$ cat config.mk
export PLATFORM = sky130hd
export DESIGN_NAME = sld_top
export DESIGN_NICKNAME = d
export VERILOG_FILES = /design/src/verilog/sld_pkg.sv /design/src/verilog/sld_tick.sv /design/src/verilog/sld_top.sv
export SDC_FILE = /design/constraint.sdc
export NUM_CORES = 1
export LEC_CHECK = 0
export ABC_CLOCK_PERIOD_IN_PS = 4500
export BUFFER_PORTS_ARGS = -buffer_cell sky130_fd_sc_hd__buf_2
export CORE_MARGIN = 10
export CORE_UTILIZATION = 40
export DETAILED_ROUTE_END_ITERATION = 10
export PLACE_DENSITY = 0.64
export SLEW_MARGIN = 20
export SYNTH_ARGS = -nofsm -noshare
export SYNTH_HDL_FRONTEND = slang
export SYNTH_SLANG_ARGS = --single-unit
$ cat constraint.sdc
create_clock -name i_clock -period 4.5 [get_ports i_clock]
set_clock_uncertainty 0.05 [all_clocks]
set_input_delay 0.45 -clock i_clock [delete_from_list [all_inputs] [get_ports i_clock]]
set_output_delay 0.45 -clock i_clock [all_outputs]
set_load 0.01 [all_outputs]
$ cat src/verilog/sld_pkg.sv
/*
 * Shared constants for the safe speed limit and guard door lock logic.
 * Assumes a single 10 MHz system clock and synchronous active-high reset.
 */
package sld_pkg;
    // speed limit selector codes
    localparam logic [1:0] SEL_NONE   = 2'h0;
    localparam logic [1:0] SEL_PAIR_A = 2'h1;
    localparam logic [1:0] SEL_PAIR_B = 2'h2;

    // widths
    localparam int SPEED_W = 16;
    localparam int DELAY_W = 12;

    // lock delay range and factory value, in seconds
    localparam logic [11:0] DELAY_FACTORY = 12'h001;
    localparam logic [11:0] DELAY_MIN     = 12'h001;
    localparam logic [11:0] DELAY_MAX     = 12'hE10;

    // reset value of the speed limit outputs
    localparam logic [15:0] SPEED_RESET = 16'h0000;

    // timing: one tick per second at the system clock rate
    localparam int CLOCK_HZ          = 10_000_000;
    localparam int TICK_PERIOD_S     = 1;
    localparam int CYCLES_PER_SECOND = TICK_PERIOD_S * CLOCK_HZ;

    // lock sequencer states, one-hot
    typedef enum logic [2:0] {
        ST_IDLE    = 3'h1,
        ST_COUNT   = 3'h2,
        ST_STOPPED = 3'h4
    } sld_state_t;
endpackage

$ cat src/verilog/sld_tick.sv
/*
 * Restartable one-second tick generator.
 * Assumes i_restart is a one-cycle pulse synchronous to i_clock.
 */
module sld_tick #(
    parameter int CYCLES = sld_pkg::CYCLES_PER_SECOND
) (
    // clock and reset
    input  wire logic i_clock,
    input  wire logic i_rst,
    // control
    input  wire logic i_restart,
    // tick pulse
    output logic      o_tick
);
    localparam int CW = $clog2(CYCLES);

    if (CYCLES < 2) begin : g_check
        $error("sld_tick: CYCLES must be at least 2");
    end

    logic [CW-1:0] cnt_reg;
    logic [CW-1:0] cnt_next;
    logic          tick_reg;
    logic          tick_next;

    // restart aligns the first tick a full second after the stop event
    always_comb begin
        cnt_next  = cnt_reg;
        tick_next = 1'b0;
        if (i_restart) begin
            cnt_next = '0;
        end else if (cnt_reg == CW'(CYCLES - 1)) begin
            cnt_next  = '0;
            tick_next = 1'b1;
        end else begin
            cnt_next = cnt_reg + CW'(1);
        end
    end

    always_ff @(posedge i_clock) begin
        if (i_rst) begin
            cnt_reg  <= '0;
            tick_reg <= 1'b0;
        end else begin
            cnt_reg  <= cnt_next;
            tick_reg <= tick_next;
        end
    end

    assign o_tick = tick_reg;
endmodule

$ cat src/verilog/sld_top.sv
/*
 * Safe maximum speed selection and guard door lock delay sequencer.
 * Assumes all inputs synchronous to i_clock; stop events are one-cycle pulses.
 */
// Notes on behaviour
// - selector on pair A: both low picks low limit, both high picks high.
// - selector on pair B: both low picks low limit, both high picks high.
// - door lock assignment is no or yes; lock sequencing runs only when yes.
// - assigning yes is refused unless the first logic output is unassigned.
// - long delay in seconds, factory one, after torque off or normal ramp.
// - short delay in seconds, factory one, after a safe stop one ramp.
// - speed limit activation no makes the limit inactive, yes active.
// - selector not assigned always picks the low limit.
module sld_top #(
    parameter int CYCLES_PER_SECOND = sld_pkg::CYCLES_PER_SECOND
) (
    // clock and reset
    input  wire logic                        i_clock,
    input  wire logic                        i_rst,
    // speed limit configuration
    input  wire logic                        i_speed_limit_activation,
    input  wire logic [1:0]                  i_speed_limit_selector,
    input  wire logic [sld_pkg::SPEED_W-1:0] i_speed_limit_low,
    input  wire logic [sld_pkg::SPEED_W-1:0] i_speed_limit_high,
    // safety logic input pairs
    input  wire logic                        i_input_pair_a_first,
    input  wire logic                        i_input_pair_a_second,
    input  wire logic                        i_input_pair_b_first,
    input  wire logic                        i_input_pair_b_second,
    // door lock configuration
    input  wire logic                        i_door_lock_assign_write,
    input  wire logic                        i_door_lock_assign_value,
    input  wire logic                        i_first_logic_output_assigned,
    input  wire logic                        i_delay_write,
    input  wire logic [sld_pkg::DELAY_W-1:0] i_door_lock_long_delay,
    input  wire logic [sld_pkg::DELAY_W-1:0] i_door_lock_short_delay,
    // stop events
    input  wire logic                        i_safe_torque_off_event,
    input  wire logic                        i_normal_ramp_event,
    input  wire logic                        i_safe_stop_one_event,
    // speed limit status
    output logic [sld_pkg::SPEED_W-1:0]      o_safe_max_speed,
    output logic                             o_speed_limit_active,
    output logic                             o_speed_limit_high_sel,
    // door lock status
    output logic                             o_door_lock_assignment,
    output logic                             o_door_lock_refused,
    output logic [sld_pkg::DELAY_W-1:0]      o_door_lock_long_delay,
    output logic [sld_pkg::DELAY_W-1:0]      o_door_lock_short_delay,
    output logic                             o_door_lock_waiting,
    output logic                             o_machine_stopped
);
    if (CYCLES_PER_SECOND < 2) begin : g_check
        $error("sld_top: CYCLES_PER_SECOND must be at least 2");
    end

    // keep a delay inside 1..3600 s so the countdown always terminates
    function automatic logic [sld_pkg::DELAY_W-1:0] clamp_delay(
        input logic [sld_pkg::DELAY_W-1:0] v);
        if (v < sld_pkg::DELAY_MIN) begin
            return sld_pkg::DELAY_MIN;
        end else if (v > sld_pkg::DELAY_MAX) begin
            return sld_pkg::DELAY_MAX;
        end
        return v;
    endfunction

    // returns {agree, level}; a pair in disagreement holds the last choice
    function automatic logic [1:0] pair_level(input logic a, input logic b);
        return {a == b, a & b};
    endfunction

    logic [sld_pkg::SPEED_W-1:0] speed_reg;
    logic [sld_pkg::SPEED_W-1:0] speed_next;
    logic                        active_reg;
    logic                        active_next;
    logic                        high_sel_reg;
    logic                        high_sel_next;
    logic [1:0]                  pair_a;
    logic [1:0]                  pair_b;

    assign pair_a = pair_level(i_input_pair_a_first, i_input_pair_a_second);
    assign pair_b = pair_level(i_input_pair_b_first, i_input_pair_b_second);

    // speed limit selection
    always_comb begin
        high_sel_next = high_sel_reg;
        if (i_speed_limit_selector == sld_pkg::SEL_PAIR_A) begin
            if (pair_a[1]) high_sel_next = pair_a[0];
        end else if (i_speed_limit_selector == sld_pkg::SEL_PAIR_B) begin
            if (pair_b[1]) high_sel_next = pair_b[0];
        end else begin
            high_sel_next = 1'b0;
        end
        active_next = i_speed_limit_activation;
        speed_next  = high_sel_next ? i_speed_limit_high : i_speed_limit_low;
    end

    always_ff @(posedge i_clock) begin
        if (i_rst) begin
            speed_reg    <= sld_pkg::SPEED_RESET;
            active_reg   <= 1'b0;
            high_sel_reg <= 1'b0;
        end else begin
            speed_reg    <= speed_next;
            active_reg   <= active_next;
            high_sel_reg <= high_sel_next;
        end
    end

    // door lock configuration state
    logic                        assign_reg;
    logic                        assign_next;
    logic                        refused_reg;
    logic                        refused_next;
    logic [sld_pkg::DELAY_W-1:0] long_reg;
    logic [sld_pkg::DELAY_W-1:0] long_next;
    logic [sld_pkg::DELAY_W-1:0] short_reg;
    logic [sld_pkg::DELAY_W-1:0] short_next;

    // the long-above-short advice is not enforced: both values are only clamped to 1..3600
    always_comb begin
        assign_next  = assign_reg;
        refused_next = 1'b0;
        long_next    = long_reg;
        short_next   = short_reg;
        if (i_door_lock_assign_write) begin
            if (i_door_lock_assign_value && i_first_logic_output_assigned) begin
                refused_next = 1'b1;
            end else begin
                assign_next = i_door_lock_assign_value;
            end
        end
        if (i_delay_write) begin
            long_next  = clamp_delay(i_door_lock_long_delay);
            short_next = clamp_delay(i_door_lock_short_delay);
        end
    end

    always_ff @(posedge i_clock) begin
        if (i_rst) begin
            assign_reg  <= 1'b0;
            refused_reg <= 1'b0;
            long_reg    <= sld_pkg::DELAY_FACTORY;
            short_reg   <= sld_pkg::DELAY_FACTORY;
        end else begin
            assign_reg  <= assign_next;
            refused_reg <= refused_next;
            long_reg    <= long_next;
            short_reg   <= short_next;
        end
    end

    // lock delay sequencer
    sld_pkg::sld_state_t         state_reg;
    sld_pkg::sld_state_t         state_next;
    logic [sld_pkg::DELAY_W-1:0] count_reg;
    logic [sld_pkg::DELAY_W-1:0] count_next;
    logic                        long_trig;
    logic                        short_trig;
    logic                        tick;

    // a long and a short event together take the long delay, the safer wait
    assign long_trig  = assign_reg & (i_safe_torque_off_event | i_normal_ramp_event);
    assign short_trig = assign_reg & i_safe_stop_one_event;

    sld_tick #(
        .CYCLES    (CYCLES_PER_SECOND)
    ) i_sld_tick (
        .i_clock   (i_clock),
        .i_rst     (i_rst),
        .i_restart (long_trig | short_trig),
        .o_tick    (tick)
    );

    always_comb begin
        state_next = state_reg;
        count_next = count_reg;
        case (state_reg)
            sld_pkg::ST_COUNT: begin
                if (tick) begin
                    if (count_reg <= sld_pkg::DELAY_MIN) begin
                        state_next = sld_pkg::ST_STOPPED;
                        count_next = '0;
                    end else begin
                        count_next = count_reg - sld_pkg::DELAY_MIN;
                    end
                end
            end
            default: begin
            end
        endcase
        if (long_trig) begin
            state_next = sld_pkg::ST_COUNT;
            count_next = long_reg;
        end else if (short_trig) begin
            state_next = sld_pkg::ST_COUNT;
            count_next = short_reg;
        end
        if (!assign_reg) begin
            state_next = sld_pkg::ST_IDLE;
            count_next = '0;
        end
    end

    always_ff @(posedge i_clock) begin
        if (i_rst) begin
            state_reg <= sld_pkg::ST_IDLE;
            count_reg <= '0;
        end else begin
            state_reg <= state_next;
            count_reg <= count_next;
        end
    end

    assign o_safe_max_speed        = speed_reg;
    assign o_speed_limit_active    = active_reg;
    assign o_speed_limit_high_sel  = high_sel_reg;
    assign o_door_lock_assignment  = assign_reg;
    assign o_door_lock_refused     = refused_reg;
    assign o_door_lock_long_delay  = long_reg;
    assign o_door_lock_short_delay = short_reg;
    assign o_door_lock_waiting     = (state_reg == sld_pkg::ST_COUNT);
    assign o_machine_stopped       = (state_reg == sld_pkg::ST_STOPPED);
endmodule

* Yosys cells after proc, flatten, opt, wreduce, memory -nomap -nowiden
Index checks and enable logic that the tools add are counted.
** Storage, ports and cells
- Output and inout bits :: 46
- Logic and storage cells :: 77
- Flip-flop bits (word level) :: 84
- Input bits :: 72
** Operators by class
- Reduce and logical (&&, ||, !) cells :: 13
- Add/subtract/negate cells :: 2
- Bitwise logic cells :: 9
- Magnitude comparators :: 5
- Equal/unequal tests :: 7
- Multiplexer cells :: 29
** Operator list (count)
- $mux 12 :: 11
- $add 24x1->24 const B :: 1
- $eq 24x24->1 const B :: 1
- $gt 12x12->1 const B :: 2
- $lt 12x1->1 const B :: 2
- $mux 16 :: 1
- $le 12x1->1 const B :: 1
- $mux 1 :: 12
- $sub 12x1->12 const B :: 1
- $mux 2 :: 5
- $reduce_bool 3->1 :: 3
- $reduce_and 3->1 :: 2
- $reduce_or 2->1 :: 3
- $and 1x1->1 :: 4
- $reduce_and 2->1 :: 2
- $reduce_or 4->1 :: 1
- $eq 3x2->1 const B :: 1
- $eq 3x3->1 const B :: 1
- $not 1->1 :: 3
- $reduce_or 3->1 :: 1
- $eq 1x1->1 :: 2
- $eq 2x1->1 const B :: 1
- $eq 2x2->1 const B :: 1
- $or 1x1->1 :: 2
- $logic_and 1x1->1 :: 1

* Longest topological paths before layout
- Word-level depth :: 6
- Gate-level depth with buffers :: 7
- Depth with buffers taken out :: 7

* Hierarchy
From an unflattened synthesis, not the netlist that was laid out.
** Unflattened totals
- Cells, all modules :: 452
- Area total of the unflattened synthesis :: 3966.3 sq um
** By module, submodules not included
- sld_top :: cells each 322, area each 2806.4 sq um, seq. area each 1181.1 sq um, instances 1
- sld_tick :: cells each 130, area each 1159.9 sq um, seq. area each 500.5 sq um, instances 1

* Least setup slack after synthesis
Ideal clock, no wire load.
- Kind :: input to register
- From :: input port i_input_pair_b_first
- To :: register speed_reg, in the netlist o_safe_max_speed[0]
- Arrival :: 1929 ps
- Stages :: 7
- Path buffers :: 2
- Required time :: 4322 ps
- Slack :: 2394 ps
- Setup time :: 128 ps
- Path through :: ha_1 mux2i_1 o22ai_1 buf_1 buf_2 mux2i_1 nor2_1
** On the way
- Cells in the longest elaborated chain, start to end :: 5
- Elaborated cells on any way between the ends :: 6
- Those cells by class :: 1 x eq/ne; 4 x mux; 1 x bitwise
** RTL lines
- from (decl) :: RTL line sld_top.sv:28 : input wire logic i_input_pair_b_first,
- $and 1x1->1 or $eq 1x1->1 (tied branches) :: RTL line sld_top.sv:70 : return {a == b, a & b};
- $mux 1 * :: RTL line sld_top.sv:91 : if (pair_b[1]) high_sel_next = pair_b[0];
- $mux 1 * :: RTL line sld_top.sv:90 : end else if (i_speed_limit_selector == sld_pkg::SEL_PAIR_B) begin
- $mux 1 * :: RTL line sld_top.sv:88 : if (i_speed_limit_selector == sld_pkg::SEL_PAIR_A) begin
- $mux 16 * :: RTL line sld_top.sv:96 : speed_next = high_sel_next ? i_speed_limit_high : i_speed_limit_low;
- to (signal assigned) :: RTL line sld_top.sv:101 : speed_reg <= sld_pkg::SPEED_RESET;
- to (signal assigned) :: RTL line sld_top.sv:105 : speed_reg <= speed_next;
- to (decl) :: RTL line sld_top.sv:73 : logic [sld_pkg::SPEED_W-1:0] speed_reg;
Mark *: on every way between the ends. The rest lies on a longest branch, timed or not.
A chain may end at the register's enable or synchronous reset.

* Final worst setup path
- From :: register i_sld_tick.cnt_reg[0]
- To :: register i_sld_tick.cnt_reg[4]
** On the way
- Cells in the longest elaborated chain, start to end :: 2
- Elaborated cells on any way between the ends :: 3
- Those cells by class :: 1 x add/sub; 1 x eq/ne; 1 x reduce/logical
** RTL lines
- from (decl) :: RTL line sld_tick.sv:22 : logic [CW-1:0] cnt_reg;
- from (signal assigned) :: RTL line sld_tick.sv:46 : cnt_reg <= cnt_next;
- branches (longest 2 deep; another with $add 24x1->24)
Parallel ways; which one is timed is not known.

==> results.tsv <==
metric	value	unit
syn nets	517	
Max Cap Violations	0	
CP startpoint kind	flop	
multi-input logic area	2007	sq um
vias in the first global route	3569	
Tcrit/Tclk final	0.5055	
final hold violation count	0	
sequential area share after synthesis	0.4418	
Worst path slowest cell	nand2b_1	
Core Util, Final	0.5058	
share of layout cells above drive strength 1	0.2550	
total grt overflow	0	
Crit path max-delay family	simple AND/OR/NAND/NOR gates	
Die Wd	117.5	um
leak pwr	1.934	nW
gr usage total	0.1507	
Antenna Nets Post-Route	0	
global-route wire length before repair	17.58	mm
Rows	35	
Slew @ Worst Pin	1.107	ns
max-slew violations	0	
Async SR Flop Fraction	0	
WP depth	5	
type of the most critical hold path	in2reg	
crit path max fanout	23	
Power Density	322.8	nW/um^2
Num CTS Buffers	9	
DR pass1 iterations	5	
initial antenna violation count	0	
post-CTS setup buffers	0	
Avg Cell Area, Syn	8.650	sq um
#FFs+latches synth	84	
die height	117.5	um
CTS HTree Levels	3	
DR WL/cell	15.87	um
P_sw	0.4007	mW
Buf/Inv on CP	0	
Req. time, crit path	4.65	ns
clock sink total	84	
Worst R2R Path Depth	5	
CTS tree	done	
critical path endpoint category	flop	
cells along the critical path	ha_1, nand2_1, or4_1, nand2b_1, nor2_1	
largest net degree at the start of global routing	48	
gpl congestion	0.8215	
Post-CTS Resized	0	
Cell Area, Synth	3806	sq um
via count	3558	
fin cells	682	
Core Footprint	9240	sq um
Worst VDD drop	0.1674	mV
area delta synth->final	22.78	%
yosys warns	0	
Iteration-0 DRC Markers	281	
HPWL Detailed	8.458	mm
internal power	1.108	mW
die area	13820	sq um
Clock power frac	0.355	
Yosys cell types	51	
outcome	completed	
Bufs on Longest Clock Path	2	
# DRC	0	
ANT cells	0	
# IOs	118	
initial cell density of the core	0.4119	
critical path arrival	2.42	ns
minimum clock period	2.275	ns
sw frac	0.2657	
Worst-path clk slew	0.09	ns
Cells after DPL	666	
Post-Syn Instances	440	
Worst Hold Depth	2	
RSZ-0062 raised after global routing	no	
register area	1682	sq um
flip-flop count of the largest register after layout	24	
CP max stage delay	0.64	ns
vias per cell	5.217	
nets@finish	625	
hold_buf cts	0	
worst rel slew slack	0.2618	
Synth Flop Type	dfxtp_1	
Final Setup Violations	0	
Root Driver	clkbuf_8	
EDFF count, synth	0	
Final TNS setup	0	ns
Max Clk Rate	0.4396	GHz
Comb power frac	0.120	
number of fillers in the final layout	927	
DRT Wirelength	10.82	mm
Skew-Pair Late Insertion Delay	0.35	ns
CP Class	reg2reg	
Reg power frac	0.524	
Port-buffer cells	117	
==> logic make-up after synthesis <==
family | share of synthesized area
AO/OA/AOI/OAI | 0.1292
AND/OR/NAND/NOR | 0.2594
buffers and inverters | 0.03254
multiplexers | 0.06312
XOR/XNOR | 0.05753
adder cells (fa/ha/maj) | 0.01644
flip-flops | 0.4418
==> metrics by stage <==
step | instance area [sq um] | worst slack, ns | hold WS (ns) | total power, mW
detailed placement | 4481 | 2.043 | 0.4184 | 0.9900
finish | 4673 | 2.225 | 0.2737 | 1.508
global route | 4673 | 2.009 | 0.2597 | 1.571
floorplan | 3806 | 2.394 | 0.3951 | 0.9041
global placement | 4481 | 2.128 | 0.4192 | 0.9848
CTS | 4673 | 2.210 | 0.2614 | 1.521
==> cells in the final DEF (no fill, tap or decap), drive strengths merged, types with 4 or more instances in the layout <==
cell | synthesis | final
or2 | 4 | 4
or4 | 5 | 5
clkbuf | 15 | 11
xnor2 | 15 | 15
a21oi | 14 | 14
nor2b | 6 | 6
nor4 | 12 | 12
dfxtp | 84 | 84
nand3 | 15 | 15
buf | 5 | 117
xor2 | 10 | 10
mux2i | 24 | 24
nand2 | 26 | 26
o21ai | 18 | 18
nand4 | 7 | 7
and3 | 5 | 5
a221oi | 8 | 8
nor2 | 73 | 73
inv | 11 | 12
nand2b | 8 | 8
ha | 5 | 5
a22oi | 15 | 15
nor3 | 24 | 24
==> path summary, 6_finish.rpt <==
check	startpoint	end	slack, ns
hold / removal	i_speed_limit_activation	o_speed_limit_active	0.27
hold reg to reg	state_reg[0]	state_reg[0]	0.43
setup reg to reg	i_sld_tick.cnt_reg[0]	i_sld_tick.cnt_reg[4]	2.23
setup / recovery	i_sld_tick.cnt_reg[0]	i_sld_tick.cnt_reg[4]	2.23
==> cells in the mapped netlist (all sizes together), types with 10 or more instances <==
cell type	n	area, sq um
a21oi	14	73.82
a22oi	15	112.6
clkbuf	15	56.30
dfxtp	84	1682
inv	11	41.29
mux2i	24	240.2
nand2	26	97.59
nand3	15	75.07
nor2	73	274.0
nor3	24	120.1
nor4	12	90.09
o21ai	18	90.09
xnor2	15	131.4
xor2	10	87.58
==> power by group through the flow <==
stage	Sequential, mW	Combinational, mW	Clock (mW)
2_1_floorplan	0.813	0.0913	0
3_3_place_gp	0.807	0.177	0
3_5_place_dp	0.808	0.182	0
4_1_cts	0.791	0.183	0.547
5_1_grt	0.794	0.202	0.575
6_report	0.791	0.181	0.536
==> cell type report <==
| class | count | area share |
|---|---|---|
| multi-input combinational | 324 | 0.4295 |
| sequential | 84 | 0.3598 |
| timing repair buffer | 117 | 0.1253 |
| tap | 129 | 0.03454 |
| clock buffer | 11 | 0.02811 |
| clock inverter | 5 | 0.01312 |
| inverter | 12 | 0.009639 |
==> routing by layer <==
metal / GRT usage / part of all wire / vias up
met1: 0.1731 / 0.42 / 1658
met4: 0.03941 / 0.0067 / 0
met5: 0 / 0 / -
li1: - / - / 1795
met2: 0.2584 / 0.50 / 96
met3: 0.05420 / 0.068 / 9
(Power assumes the default switching activity.)
